## config.mk

```make
export PLATFORM = sky130hd
export DESIGN_NAME = ivm_vector_map
export DESIGN_NICKNAME = d
export VERILOG_FILES = /design/src/ivm_pkg.sv /design/src/ivm_vector_map.sv
export SDC_FILE = /design/constraint.sdc
export NUM_CORES = 1
export LEC_CHECK = 0
export BUFFER_PORTS_ARGS = -buffer_cell sky130_fd_sc_hd__buf_2
export CAP_MARGIN = 5
export CORE_MARGIN = 1
export CORE_UTILIZATION = 50
export CTS_BUF_LIST = sky130_fd_sc_hd__clkbuf_4
export DETAILED_ROUTE_END_ITERATION = 7
export HOLD_SLACK_MARGIN = 0.12
export PLACE_DENSITY = 0.84
export SYNTH_ARGS = -nofsm -noshare
export SYNTH_HDL_FRONTEND = slang
export SYNTH_SLANG_ARGS = --single-unit
```

## constraint.sdc

```tcl
create_clock -name clk_sys -period 2.5 [get_ports clk_sys]
set_input_delay 0.125 -clock clk_sys [delete_from_list [all_inputs] [get_ports clk_sys]]
set_output_delay 0.125 -clock clk_sys [all_outputs]
set_load 0.05 [all_outputs]
```

## src/ivm_pkg.sv

```systemverilog
// Package with vector map constants for the interrupt vector dispatch block
package ivm_pkg;
    localparam int NUM_IRQ        = 25;
    localparam int PC_WIDTH       = 14;
    localparam int VEC_IDX_WIDTH  = 5;
    localparam logic [13:0] RESET_ADDR       = 14'h0000;
    localparam logic [13:0] APP_TABLE_BASE   = 14'h0000;
    localparam logic [13:0] BOOT_START_RESET = 14'h0000;
    localparam logic [4:0]  VEC_RESET        = 5'h01;
    localparam logic [4:0]  VEC_EXT_ZERO     = 5'h02;
    localparam logic [4:0]  VEC_WATCHDOG     = 5'h07;
    localparam logic [4:0]  VEC_PROG_STORE   = 5'h1a;
    localparam logic [4:0]  NO_VEC           = 5'h00;
    typedef enum logic [1:0] {
        IVM_VARIANT_SMALL,
        IVM_VARIANT_MID,
        IVM_VARIANT_LARGE
    } ivm_variant_type;
    typedef enum {
        IVM_IDLE,
        IVM_RESET_FETCH,
        IVM_IRQ_FETCH
    } ivm_state_type;
endpackage

```

## src/ivm_vector_map.sv

```systemverilog
// Reset and interrupt vector address generator for the processor core
// Summary of operation
// - Any reset vectors to vector one, address zero or boot start if fuse programmed
// - Entry spacing two words large, else one
// - Smallest variant ignores boot fuse and select
// - Larger variants: reset address follows boot fuse
// - Larger variants: table base follows select bit
// - External and pin change requests vectors 2-6
// - Watchdog timeout goes to vector seven
// - Second 8-bit timer sources vectors 8-10
// - Wide timer sources vectors 11-14
// - First 8-bit timer sources vectors 15-17
// - Serial and USART sources vectors 18-21
// - Converter, eeprom, comparator, two-wire, store: 22-26
// - Select bit moves table to boot start
// - Programmed boot fuse starts at boot address
`timescale 1ns/1ps
module ivm_vector_map #(
    parameter ivm_pkg::ivm_variant_type VARIANT    = ivm_pkg::IVM_VARIANT_LARGE,
    parameter logic [13:0]              BOOT_START = 14'h1c00
) (
    input  wire logic                  clk_sys,
    input  wire logic                  rst_n,
    input  wire logic                  boot_reset_select_fuse_n,
    input  wire logic                  vector_table_select,
    input  wire logic [24:0]           irq_pending,
    input  wire logic                  irq_global_enable,
    input  wire logic                  fetch_ready,
    output logic                       fetch_valid,
    output logic [13:0]                fetch_addr,
    output logic [4:0]                 fetch_vector,
    output logic                       irq_ack
);
    ivm_pkg::ivm_state_type state;
    logic                   fuse_prog;
    logic                   large_map;
    logic [13:0]            table_base;
    logic [13:0]            reset_target;
    logic [4:0]             win_vec;
    logic                   any_irq;

    // Lowest set request bit gives the vector number
    function automatic logic [4:0] pick_vector(input logic [24:0] req);
        logic [4:0] v;
        v = ivm_pkg::NO_VEC;
        for (int i = 24; i >= 0; i--) begin
            if (req[i]) begin
                v = 5'(i + 2);
            end
        end
        return v;
    endfunction

    // Fetch address of one vector entry
    function automatic logic [13:0] vec_addr(input logic [13:0] base, input logic [4:0] vec,
                                             input logic two_words);
        logic [13:0] off;
        off = 14'(vec - 5'h01);
        return two_words ? base + (off << 1) : base + off;
    endfunction

    assign large_map = (VARIANT == ivm_pkg::IVM_VARIANT_LARGE);
    assign fuse_prog = (VARIANT != ivm_pkg::IVM_VARIANT_SMALL) && !boot_reset_select_fuse_n;
    assign reset_target = fuse_prog ? BOOT_START : ivm_pkg::RESET_ADDR;
    assign table_base = ((VARIANT != ivm_pkg::IVM_VARIANT_SMALL) && vector_table_select) ?
                        BOOT_START : ivm_pkg::APP_TABLE_BASE;
    assign win_vec = pick_vector(irq_pending);
    assign any_irq = irq_global_enable && (win_vec != ivm_pkg::NO_VEC);
    assign irq_ack = (state == ivm_pkg::IVM_IRQ_FETCH) && fetch_ready;

    // Vector fetch sequencing
    always_ff @(posedge clk_sys or negedge rst_n) begin
        if (!rst_n) begin
            state <= ivm_pkg::IVM_RESET_FETCH;
        end else begin
            case (state)
                ivm_pkg::IVM_RESET_FETCH: begin
                    if (fetch_ready) begin
                        state <= ivm_pkg::IVM_IDLE;
                    end
                end
                ivm_pkg::IVM_IDLE: begin
                    if (any_irq) begin
                        state <= ivm_pkg::IVM_IRQ_FETCH;
                    end
                end
                ivm_pkg::IVM_IRQ_FETCH: begin
                    if (fetch_ready) begin
                        state <= ivm_pkg::IVM_IDLE;
                    end
                end
                default: state <= ivm_pkg::IVM_IDLE;
            endcase
        end
    end

    // Address and vector number held for the core
    always_ff @(posedge clk_sys or negedge rst_n) begin
        if (!rst_n) begin
            fetch_addr   <= ivm_pkg::RESET_ADDR;
            fetch_vector <= ivm_pkg::VEC_RESET;
            fetch_valid  <= 1'b1;
        end else begin
            case (state)
                ivm_pkg::IVM_RESET_FETCH: begin
                    fetch_addr   <= reset_target;
                    fetch_vector <= ivm_pkg::VEC_RESET;
                    fetch_valid  <= !fetch_ready;
                end
                ivm_pkg::IVM_IDLE: begin
                    fetch_valid <= any_irq;
                    if (any_irq) begin
                        fetch_addr   <= vec_addr(table_base, win_vec, large_map);
                        fetch_vector <= win_vec;
                    end
                end
                ivm_pkg::IVM_IRQ_FETCH: begin
                    fetch_valid <= !fetch_ready;
                end
                default: fetch_valid <= 1'b0;
            endcase
        end
    end

    wire logic [13:0] step = large_map ? 14'h0002 : 14'h0001;

    reset_addr_a: assert property (@(posedge clk_sys) disable iff (!rst_n)
        (state == ivm_pkg::IVM_RESET_FETCH) && $past(rst_n)
        |-> fetch_addr == reset_target && fetch_vector == ivm_pkg::VEC_RESET)
        else $error("reset fetch address wrong");
    reset_vec_a: assert property (@(posedge clk_sys) disable iff (!rst_n)
        state == ivm_pkg::IVM_RESET_FETCH |-> fetch_vector == ivm_pkg::VEC_RESET && !irq_ack)
        else $error("reset fetch vector wrong");
    irq_spacing_a: assert property (@(posedge clk_sys) disable iff (!rst_n)
        (state == ivm_pkg::IVM_IDLE && any_irq) |=>
        fetch_addr == $past(table_base) + 14'($past(win_vec) - 5'h01) * $past(step))
        else $error("vector entry spacing wrong");
    small_step_a: assert property (@(posedge clk_sys) disable iff (!rst_n)
        (VARIANT != ivm_pkg::IVM_VARIANT_LARGE && state == ivm_pkg::IVM_IDLE && any_irq) |=>
        fetch_addr == $past(table_base) + 14'($past(win_vec) - 5'h01))
        else $error("one word spacing wrong");
    small_fixed_a: assert property (@(posedge clk_sys) disable iff (!rst_n)
        (VARIANT == ivm_pkg::IVM_VARIANT_SMALL) |-> table_base == ivm_pkg::APP_TABLE_BASE
        && reset_target == ivm_pkg::RESET_ADDR)
        else $error("small variant moved vectors");
    small_reset_a: assert property (@(posedge clk_sys) disable iff (!rst_n)
        (VARIANT == ivm_pkg::IVM_VARIANT_SMALL && state == ivm_pkg::IVM_RESET_FETCH
        && $past(rst_n)) |-> fetch_addr == ivm_pkg::RESET_ADDR)
        else $error("small variant reset address wrong");
    boot_fuse_a: assert property (@(posedge clk_sys) disable iff (!rst_n)
        (VARIANT != ivm_pkg::IVM_VARIANT_SMALL && !boot_reset_select_fuse_n)
        |-> reset_target == BOOT_START)
        else $error("boot fuse ignored");
    table_move_a: assert property (@(posedge clk_sys) disable iff (!rst_n)
        (VARIANT != ivm_pkg::IVM_VARIANT_SMALL) |->
        table_base == (vector_table_select ? BOOT_START : ivm_pkg::APP_TABLE_BASE))
        else $error("table base wrong");
    ext_vec_a: assert property (@(posedge clk_sys) disable iff (!rst_n)
        irq_pending[0] |-> win_vec == ivm_pkg::VEC_EXT_ZERO)
        else $error("external request vector wrong");
    ext_one_vec_a: assert property (@(posedge clk_sys) disable iff (!rst_n)
        irq_pending[1:0] == 2'h2 |-> win_vec == 5'h03)
        else $error("second external request vector wrong");
    pin_chg_vec_a: assert property (@(posedge clk_sys) disable iff (!rst_n)
        irq_pending[4:0] == 5'h10 |-> win_vec == 5'h06)
        else $error("pin change vector wrong");
    watchdog_vec_a: assert property (@(posedge clk_sys) disable iff (!rst_n)
        irq_pending[5] && irq_pending[4:0] == 5'h00 |-> win_vec == ivm_pkg::VEC_WATCHDOG)
        else $error("watchdog vector wrong");
    tmr2_cmp_vec_a: assert property (@(posedge clk_sys) disable iff (!rst_n)
        irq_pending[6:0] == 7'h40 |-> win_vec == 5'h08)
        else $error("second timer compare vector wrong");
    tmr2_ovf_vec_a: assert property (@(posedge clk_sys) disable iff (!rst_n)
        irq_pending[8:0] == 9'h100 |-> win_vec == 5'h0a)
        else $error("second timer overflow vector wrong");
    capture_vec_a: assert property (@(posedge clk_sys) disable iff (!rst_n)
        irq_pending[9:0] == 10'h200 |-> win_vec == 5'h0b)
        else $error("capture vector wrong");
    wide_ovf_vec_a: assert property (@(posedge clk_sys) disable iff (!rst_n)
        irq_pending[12:0] == 13'h1000 |-> win_vec == 5'h0e)
        else $error("wide timer overflow vector wrong");
    tmr0_cmp_vec_a: assert property (@(posedge clk_sys) disable iff (!rst_n)
        irq_pending[13:0] == 14'h2000 |-> win_vec == 5'h0f)
        else $error("first timer compare vector wrong");
    tmr0_ovf_vec_a: assert property (@(posedge clk_sys) disable iff (!rst_n)
        irq_pending[15:0] == 16'h8000 |-> win_vec == 5'h11)
        else $error("first timer overflow vector wrong");
    serial_vec_a: assert property (@(posedge clk_sys) disable iff (!rst_n)
        irq_pending[16:0] == 17'h10000 |-> win_vec == 5'h12)
        else $error("serial transfer vector wrong");
    usart_tx_vec_a: assert property (@(posedge clk_sys) disable iff (!rst_n)
        irq_pending[19:0] == 20'h80000 |-> win_vec == 5'h15)
        else $error("transmit complete vector wrong");
    conv_vec_a: assert property (@(posedge clk_sys) disable iff (!rst_n)
        irq_pending[20:0] == 21'h100000 |-> win_vec == 5'h16)
        else $error("conversion vector wrong");
    store_vec_a: assert property (@(posedge clk_sys) disable iff (!rst_n)
        irq_pending == 25'h1000000 |-> win_vec == ivm_pkg::VEC_PROG_STORE)
        else $error("program store vector wrong");
    boot_table_a: assert property (@(posedge clk_sys) disable iff (!rst_n)
        (VARIANT != ivm_pkg::IVM_VARIANT_SMALL && vector_table_select
        && state == ivm_pkg::IVM_IDLE && any_irq) |=>
        fetch_addr == BOOT_START + 14'($past(win_vec) - 5'h01) * $past(step))
        else $error("relocated vector address wrong");
    boot_reset_a: assert property (@(posedge clk_sys) disable iff (!rst_n)
        (VARIANT != ivm_pkg::IVM_VARIANT_SMALL && !boot_reset_select_fuse_n
        && state == ivm_pkg::IVM_RESET_FETCH && $past(rst_n)) |-> fetch_addr == BOOT_START)
        else $error("boot reset address wrong");
    hold_req_a: assert property (@(posedge clk_sys) disable iff (!rst_n)
        fetch_valid && !fetch_ready && $past(rst_n) |=> fetch_valid && $stable(fetch_addr))
        else $error("fetch request dropped");
    lowest_first_a: assert property (@(posedge clk_sys) disable iff (!rst_n)
        state == ivm_pkg::IVM_IDLE && irq_global_enable && irq_pending[0] |=>
        fetch_valid && fetch_vector == ivm_pkg::VEC_EXT_ZERO)
        else $error("lowest request not served first");
    masked_a: assert property (@(posedge clk_sys) disable iff (!rst_n)
        state == ivm_pkg::IVM_IDLE && !irq_global_enable |=> !fetch_valid)
        else $error("dispatch while disabled");
    ack_drop_a: assert property (@(posedge clk_sys) disable iff (!rst_n)
        irq_ack |=> !fetch_valid && state == ivm_pkg::IVM_IDLE)
        else $error("fetch not released after accept");
    ack_valid_a: assert property (@(posedge clk_sys) disable iff (!rst_n)
        irq_ack |-> fetch_valid && fetch_vector != ivm_pkg::VEC_RESET)
        else $error("accept without interrupt fetch");

    reset_fetch_c: cover property (@(posedge clk_sys) disable iff (!rst_n)
        state == ivm_pkg::IVM_RESET_FETCH && fetch_ready);
    irq_fetch_c: cover property (@(posedge clk_sys) disable iff (!rst_n) irq_ack);
    multi_irq_c: cover property (@(posedge clk_sys) disable iff (!rst_n)
        any_irq && $countones(irq_pending) > 1);
    moved_table_c: cover property (@(posedge clk_sys) disable iff (!rst_n)
        irq_ack && vector_table_select);
endmodule

```

==> results of run 1 <==
## sequential cells by signal, indices dropped and copies added, names as in the netlist
signal,flops
fetch_addr,9
fetch_vector,5
state,2
fetch_valid,1
## cell usage after synthesis (all sizes together), types with 3 or more instances
master,n
nand2,15
nor4,4
dfstp,3
o21ai,10
and2,3
nor2,12
nor3,4
inv,8
ha,8
a21oi,9
nand2b,4
buf,6
dfrtp,14
nand3,4
nor2b,3
or4,3
or2,3
## per-stage QoR
| stage | hold slack (ps) | utilization [%] | cells |
|---|---|---|---|
| final | 123 | 68.1 | 224 |
| after detailed placement | 67.1 | 66.5 | 219 |
| after global routing | 133 | 68.1 | 224 |
| after global placement | 54.4 | 66.5 | 219 |
| after floorplan | -171 | - | 146 |
| after CTS | 120 | 68.1 | 224 |
## timing repair
action                                 in CTS  in global routing
hold buffers                                1                  0
gates resized for setup                     0                  0
endpoints found under the hold margin      17                  0
## metal layers
metal | share of wire, % | wire length, um | global-route usage (%)
met1 | 43 | 1320 | 29.1
met2 | 53 | 1640 | 45.1
met3 | 3.8 | 118 | 6.38
met4 | 0.39 | 12 | 5.70
met5 | 0 | 0 | 0
## layout make-up
class	count	area, um2
Timing Repair Buffer	53	275
Inverter	8	30.0
Clock inverter	1	5.00
Tap cell	28	35.0
Sequential cell	17	429
Multi-Input combinational cell	114	768
Clock buffer	3	22.5
Fill cell	193	732
## worst max path at each step
stage / slack [ps] / end
finish: 420 / fetch_addr[4]
global route: 300 / fetch_vector[3]
CTS: 420 / fetch_addr[4]
detailed placement: 100 / fetch_addr[4]
global placement: 160 / fetch_addr[10]
floorplan: 320 / fetch_addr[10]
## logic make-up (layout without fill, tap and decap cells)
group,count (synthesis),count (layout)
muxes,3,3
and+or+nand+nor,60,60
buffers and inverters,15,65
adders and majority gates,8,8
other,1,1
AOI/OAI and AO/OA,42,42
DFF,17,17
## power breakdown
part           switching [uW]  total (uW)  internal, uW
sequential               40.4         405           365
clock                    86.9         146          59.5
combinational             515         706           191
total                     642        1260           616
## worst min-delay path, cell delays in order
cell and delay [ps]:
buf_2 90, nor2b_1 40, nor2_1 80, a21oi_1 40
==> flow_summary.ini, run 1 <==
[place]
dp_hpwl_um = 2530
pre_cts_slack_ps = 100
gp_congestion = 0.803
place_area_um2 = 1530
io_buffers = 50

[synthesis]
yosysSeqAreaShare_pct = 33.7
synth-simple-area-share_pct = 24.8
synth-xor-area-share_pct = 0
muxShareOfSynthArea_pct = 2.55
synth_compound_area_share_pct = 24.9
ys_types = 47
syn-instance-count = 146
synth_top_cell_area_share_pct = 27.5
async_flop_share_pct = 100
ys_top_cells_by_area = dfrtp_1 28%, ha_1 7.9%, dfstp_2 6.2%
synth_ff_type = dfrtp_1
synth_top_family_by_area = compound AO/OA/AOI/OAI gates
synth_edf_count = 0
netlist_area_um2 = 1270
yosysTopAreaCell = dfrtp_1
yosysWarnings = 0
synth_nets = 185
ys_ff_latch = 17
syn_area_per_cell_um2 = 8.72
synth_fa_ha_area_share_pct = 7.86

[timing]
hold_viol = 0
finalSetupViolCount = 0
rsz0062_at_grt = false
period_share_pct = 83.3
setup_slack_ps = 417
slew_violations = 0
clock_skew_ps = 7.67
fin_setup_tns_ps = 0
tightest_slew_ps = 507
slew_headroom_pct = 65.9
min_period_ps = 2080
fmax_ghz = 0.480

[floorplanning]
ioPinCount = 52
die_height_um = 52.5
die_w_um = 52.5
row_count = 17
initial_core_util_pct = 55.4
dieArea_um2 = 2750
core-area_um2 = 2300

[final_layout]
antenna_cells = 0
nNetsFinal = 236
fin_area_um2 = 1570
final_cell_mix = 50 x buf_2, 15 x nand2_1, 14 x dfrtp_1, 12 x nor2_1, 9 x a21oi_1
drive_gt1_share_pct = 36.7
syn_to_final_growth_pct = 22.9
final_common_cell = buf_2

[run]
cap_viol_max_count = 0

[min_path]
hold_depth = 4
hold_end = state[1]
min_from = fetch_ready
hold_class = in -> reg

[setup_path]
r2r_slack_ps = 510
cp_common_cell = a221o_1
crit_chain = buf_2 -> or2_2 -> a221o_1 -> a2111oi_2 -> o21a_1 -> ha_1 -> a31o_2 -> a211oi_1 -> a221o_1
crit_required_ps = 2690
cp-end-kind = register
path_delay_family = compound AO/OA/AOI/OAI gates
timing.rr.start = state[0]
cp_slowest_cell = a221o_1
cp-start-kind = primary input
crit_buf_inv = 1
reg2reg_depth = 6
startpoint = irq_pending[20]
max_stage_delay_ps = 370
r2r_end = fetch_addr[4]
crit_arrival_ps = 2270
cp.depth = 9
worstPathMaxFanout = 8
path_class = in -> reg

[route]
post_drt_wl_per_cell_um = 13.8
dr.pass1.iters = 4
drc = 0
wirelength_um = 3100
route.vias.total = 1282
vias_per_cell = 5.72
drt_iter0_drc = 34
antenna_left = 0

[global_route]
grt_pass1_wl_um = 5090
grt_max_degree = 18
grt-ovfl-total = 0
antenna_found_initial = 0
grt_use_total_pct = 25.0
grt_pass1_vias = 1205

[outcome]
status = finished, final reports clean

[cts]
postCtsSetupBuffers = 0
clk_pin_slew_ps = 100
cts-buffers-inserted = 3
cts_max_level = 1
cts_tree = done
root_buffer = clkbuf_4
cts_buffer_depth = 2
clock_sinks = 17
worstSkewPairLatency_ps = 290

[power_and_ir_drop]
power_density_nw_per_um2 = 803
p_total_uw = 1260
p_leak_uw = 0.000793
ir_worst_vdd_uv = 747
No activity file was read; power rests on OpenSTA's default activity.
==> run 2: changes to the inputs <==
Settings changed: ABC_AREA set to 1.
Clock period 2.5 ns to 2.2 ns, I/O delays scaled along.
==> flow_summary.ini, run 2 <==
[final_layout]
antenna_cells = 0
drive_gt1_share_pct = 34.5
final_cell_mix = 63 x nand2_1, 49 x buf_2, 34 x inv_1, 14 x dfrtp_1, 12 x nor2_1
syn_to_final_growth_pct = 31.6
top_register = fetch_addr
final_common_cell = nand2_1
post-route-util_pct = 69.1
nNetsFinal = 289
largest_register_ffs = 9
reg.largest.list = fetch_addr: 9 flops, fetch_vector: 5 flops, state: 2 flops

[cts]
root_buffer = clkbuf_4
clk_pin_slew_ps = 100
cts_buffer_depth = 2
clock_sinks = 17
worstSkewPairLatency_ps = 290
cts-buffers-inserted = 3
cts_tree = done
cts_max_level = 1

[synthesis]
netlist_area_um2 = 1300
ys_types = 29
async_flop_share_pct = 100
ys_top_cells_by_area = dfrtp_1 27%, nand2_1 18%, inv_1 9.8%
synth_top_cell_area_share_pct = 26.9
syn-instance-count = 192
syn_area_per_cell_um2 = 6.78
yosysTopAreaCell = dfrtp_1
synth_nets = 231
yosysMostFrequentCell = nand2_1
synth_ff_type = dfrtp_1
synth_edf_count = 0
yosysWarnings = 0
ys_ff_latch = 17
synth_common_cells = 63 x nand2_1, 34 x inv_1, 14 x dfrtp_1
yosysSeqAreaShare_pct = 33.0

[timing]
slew_violations = 0
period_share_pct = 87.8
clock_skew_ps = 3.16
rsz0062_at_grt = true
finalSetupViolCount = 0
hold_viol = 0
fmax_ghz = 0.518
min_period_ps = 1930
setup_slack_ps = 269

[setup_path]
worstPathMaxFanout = 6
cp_common_cell = nand2_1
cp_slowest_cell = ha_4
cp-end-kind = register
crit_arrival_ps = 2140
max_stage_delay_ps = 160
path_delay_family = simple AND/OR/NAND/NOR gates
crit_buf_inv = 3
path_class = in -> reg
cp-start-kind = primary input
crit_required_ps = 2410

[route]
drc = 1
dr.pass1.iters = 8
wirelength_um = 2690
vias_per_cell = 4.57
antenna_left = 0
drt_iter0_drc = 32
route.vias.total = 1274
post_drt_wl_per_cell_um = 9.63

[power_and_ir_drop]
ir_worst_vdd_uv = 1000
power_density_nw_per_um2 = 876
p_leak_uw = 0.00101

[floorplanning]
dieArea_um2 = 2810
initial_core_util_pct = 52.5
die_height_um = 53.0
core-area_um2 = 2480
ioPinCount = 52
row_count = 18
die_w_um = 53.0

[global_route]
grt-ovfl-total = 0
grt_pass1_wl_um = 4350
antenna_found_initial = 0
grt_pass1_vias = 1058
grt_use_total_pct = 20.7
grt_max_degree = 18

[place]
io_buffers = 50
dp_hpwl_um = 2110
pre_cts_slack_ps = -55.3
gp_congestion = 0.772

[outcome]
status = finished with violations
violations = DRC

[run]
cap_viol_max_count = 0

[min_path]
hold_class = in -> reg
-- run 2: cell type report --
type / instances / area [um2]
multi-input cells: 129 / 716
flip-flops and latches: 17 / 429
fillers: 221 / 764
well taps: 30 / 37.5
inverters: 38 / 150
repair buffers: 61 / 350
clock buffers: 4 / 30.0
-- run 2: timing repair --
item	4_1_cts	5_1_grt
hold buffers	3	0
gates resized for setup	0	14
endpoints found under the setup margin	0	16
setup buffers	0	2
endpoints found under the hold margin	19	0
-- run 2: routing by layer --
metal  vias to the layer above  global-route usage [%]  share of wire (%)  wire, um
li1                        688                       -                  -         -
met1                       541                    26.3                 44      1180
met2                        41                    37.8                 51      1370
met3                         4                    1.72                4.3       116
met4                         0                    3.95               0.86        23
met5                         -                       0                  0         0
-- run 2: tightest hold or removal path, delay by kind of cell --
kind / cells / cell delay, ps
buffers and inverters: 2 / 160
AND/OR/NAND/NOR: 2 / 160
-- run 2: worst paths after layout --
kind,start,end,slack [ps],cells after the start
worst max-delay path,irq_pending[22],fetch_addr[10],270,32
worst min-delay path,irq_pending[1],fetch_addr[4],190,4
worst max register to register,state[0],fetch_addr[10],470,8
worst min register to register,fetch_vector[0],fetch_vector[0],480,2
max in group asynchronous,rst_n,state[0],1640,2
min in group asynchronous,rst_n,fetch_addr[3],260,2
-- run 2: cell families after synthesis --
family | share of synthesized area (%)
simple gates | 35.9
buf+inv | 15.7
flops | 33.0
compound gates | 6.83
fa+ha+maj | 7.69
xor+xnor | 0.673
other cells | 0.288
-- run 2: per-stage QoR --
| stage | instance area (um2) | std cells | TNS (ps) | hold WS (ps) | total power (uW) |
|---|---|---|---|---|---|
| 6_report | 1710 | 279 | 0 | 190 | 1500 |
| 5_1_grt | 1710 | 279 | -186 | 213 | 1610 |
| 4_1_cts | 1630 | 277 | 0 | 195 | 1440 |
| 3_5_place_dp | 1570 | 270 | -228 | 45.7 | 1260 |
| 3_3_place_gp | 1570 | 270 | 0 | 42.5 | 1240 |
| 2_1_floorplan | 1300 | 192 | 0 | -186 | 1090 |
-- run 2: power breakdown --
group | internal [uW] | total, uW | switching, uW
Sequential | 412 | 466 | 53.5
Clock | 82.8 | 177 | 94.6
Combinational | 239 | 857 | 618
Total | 734 | 1500 | 767
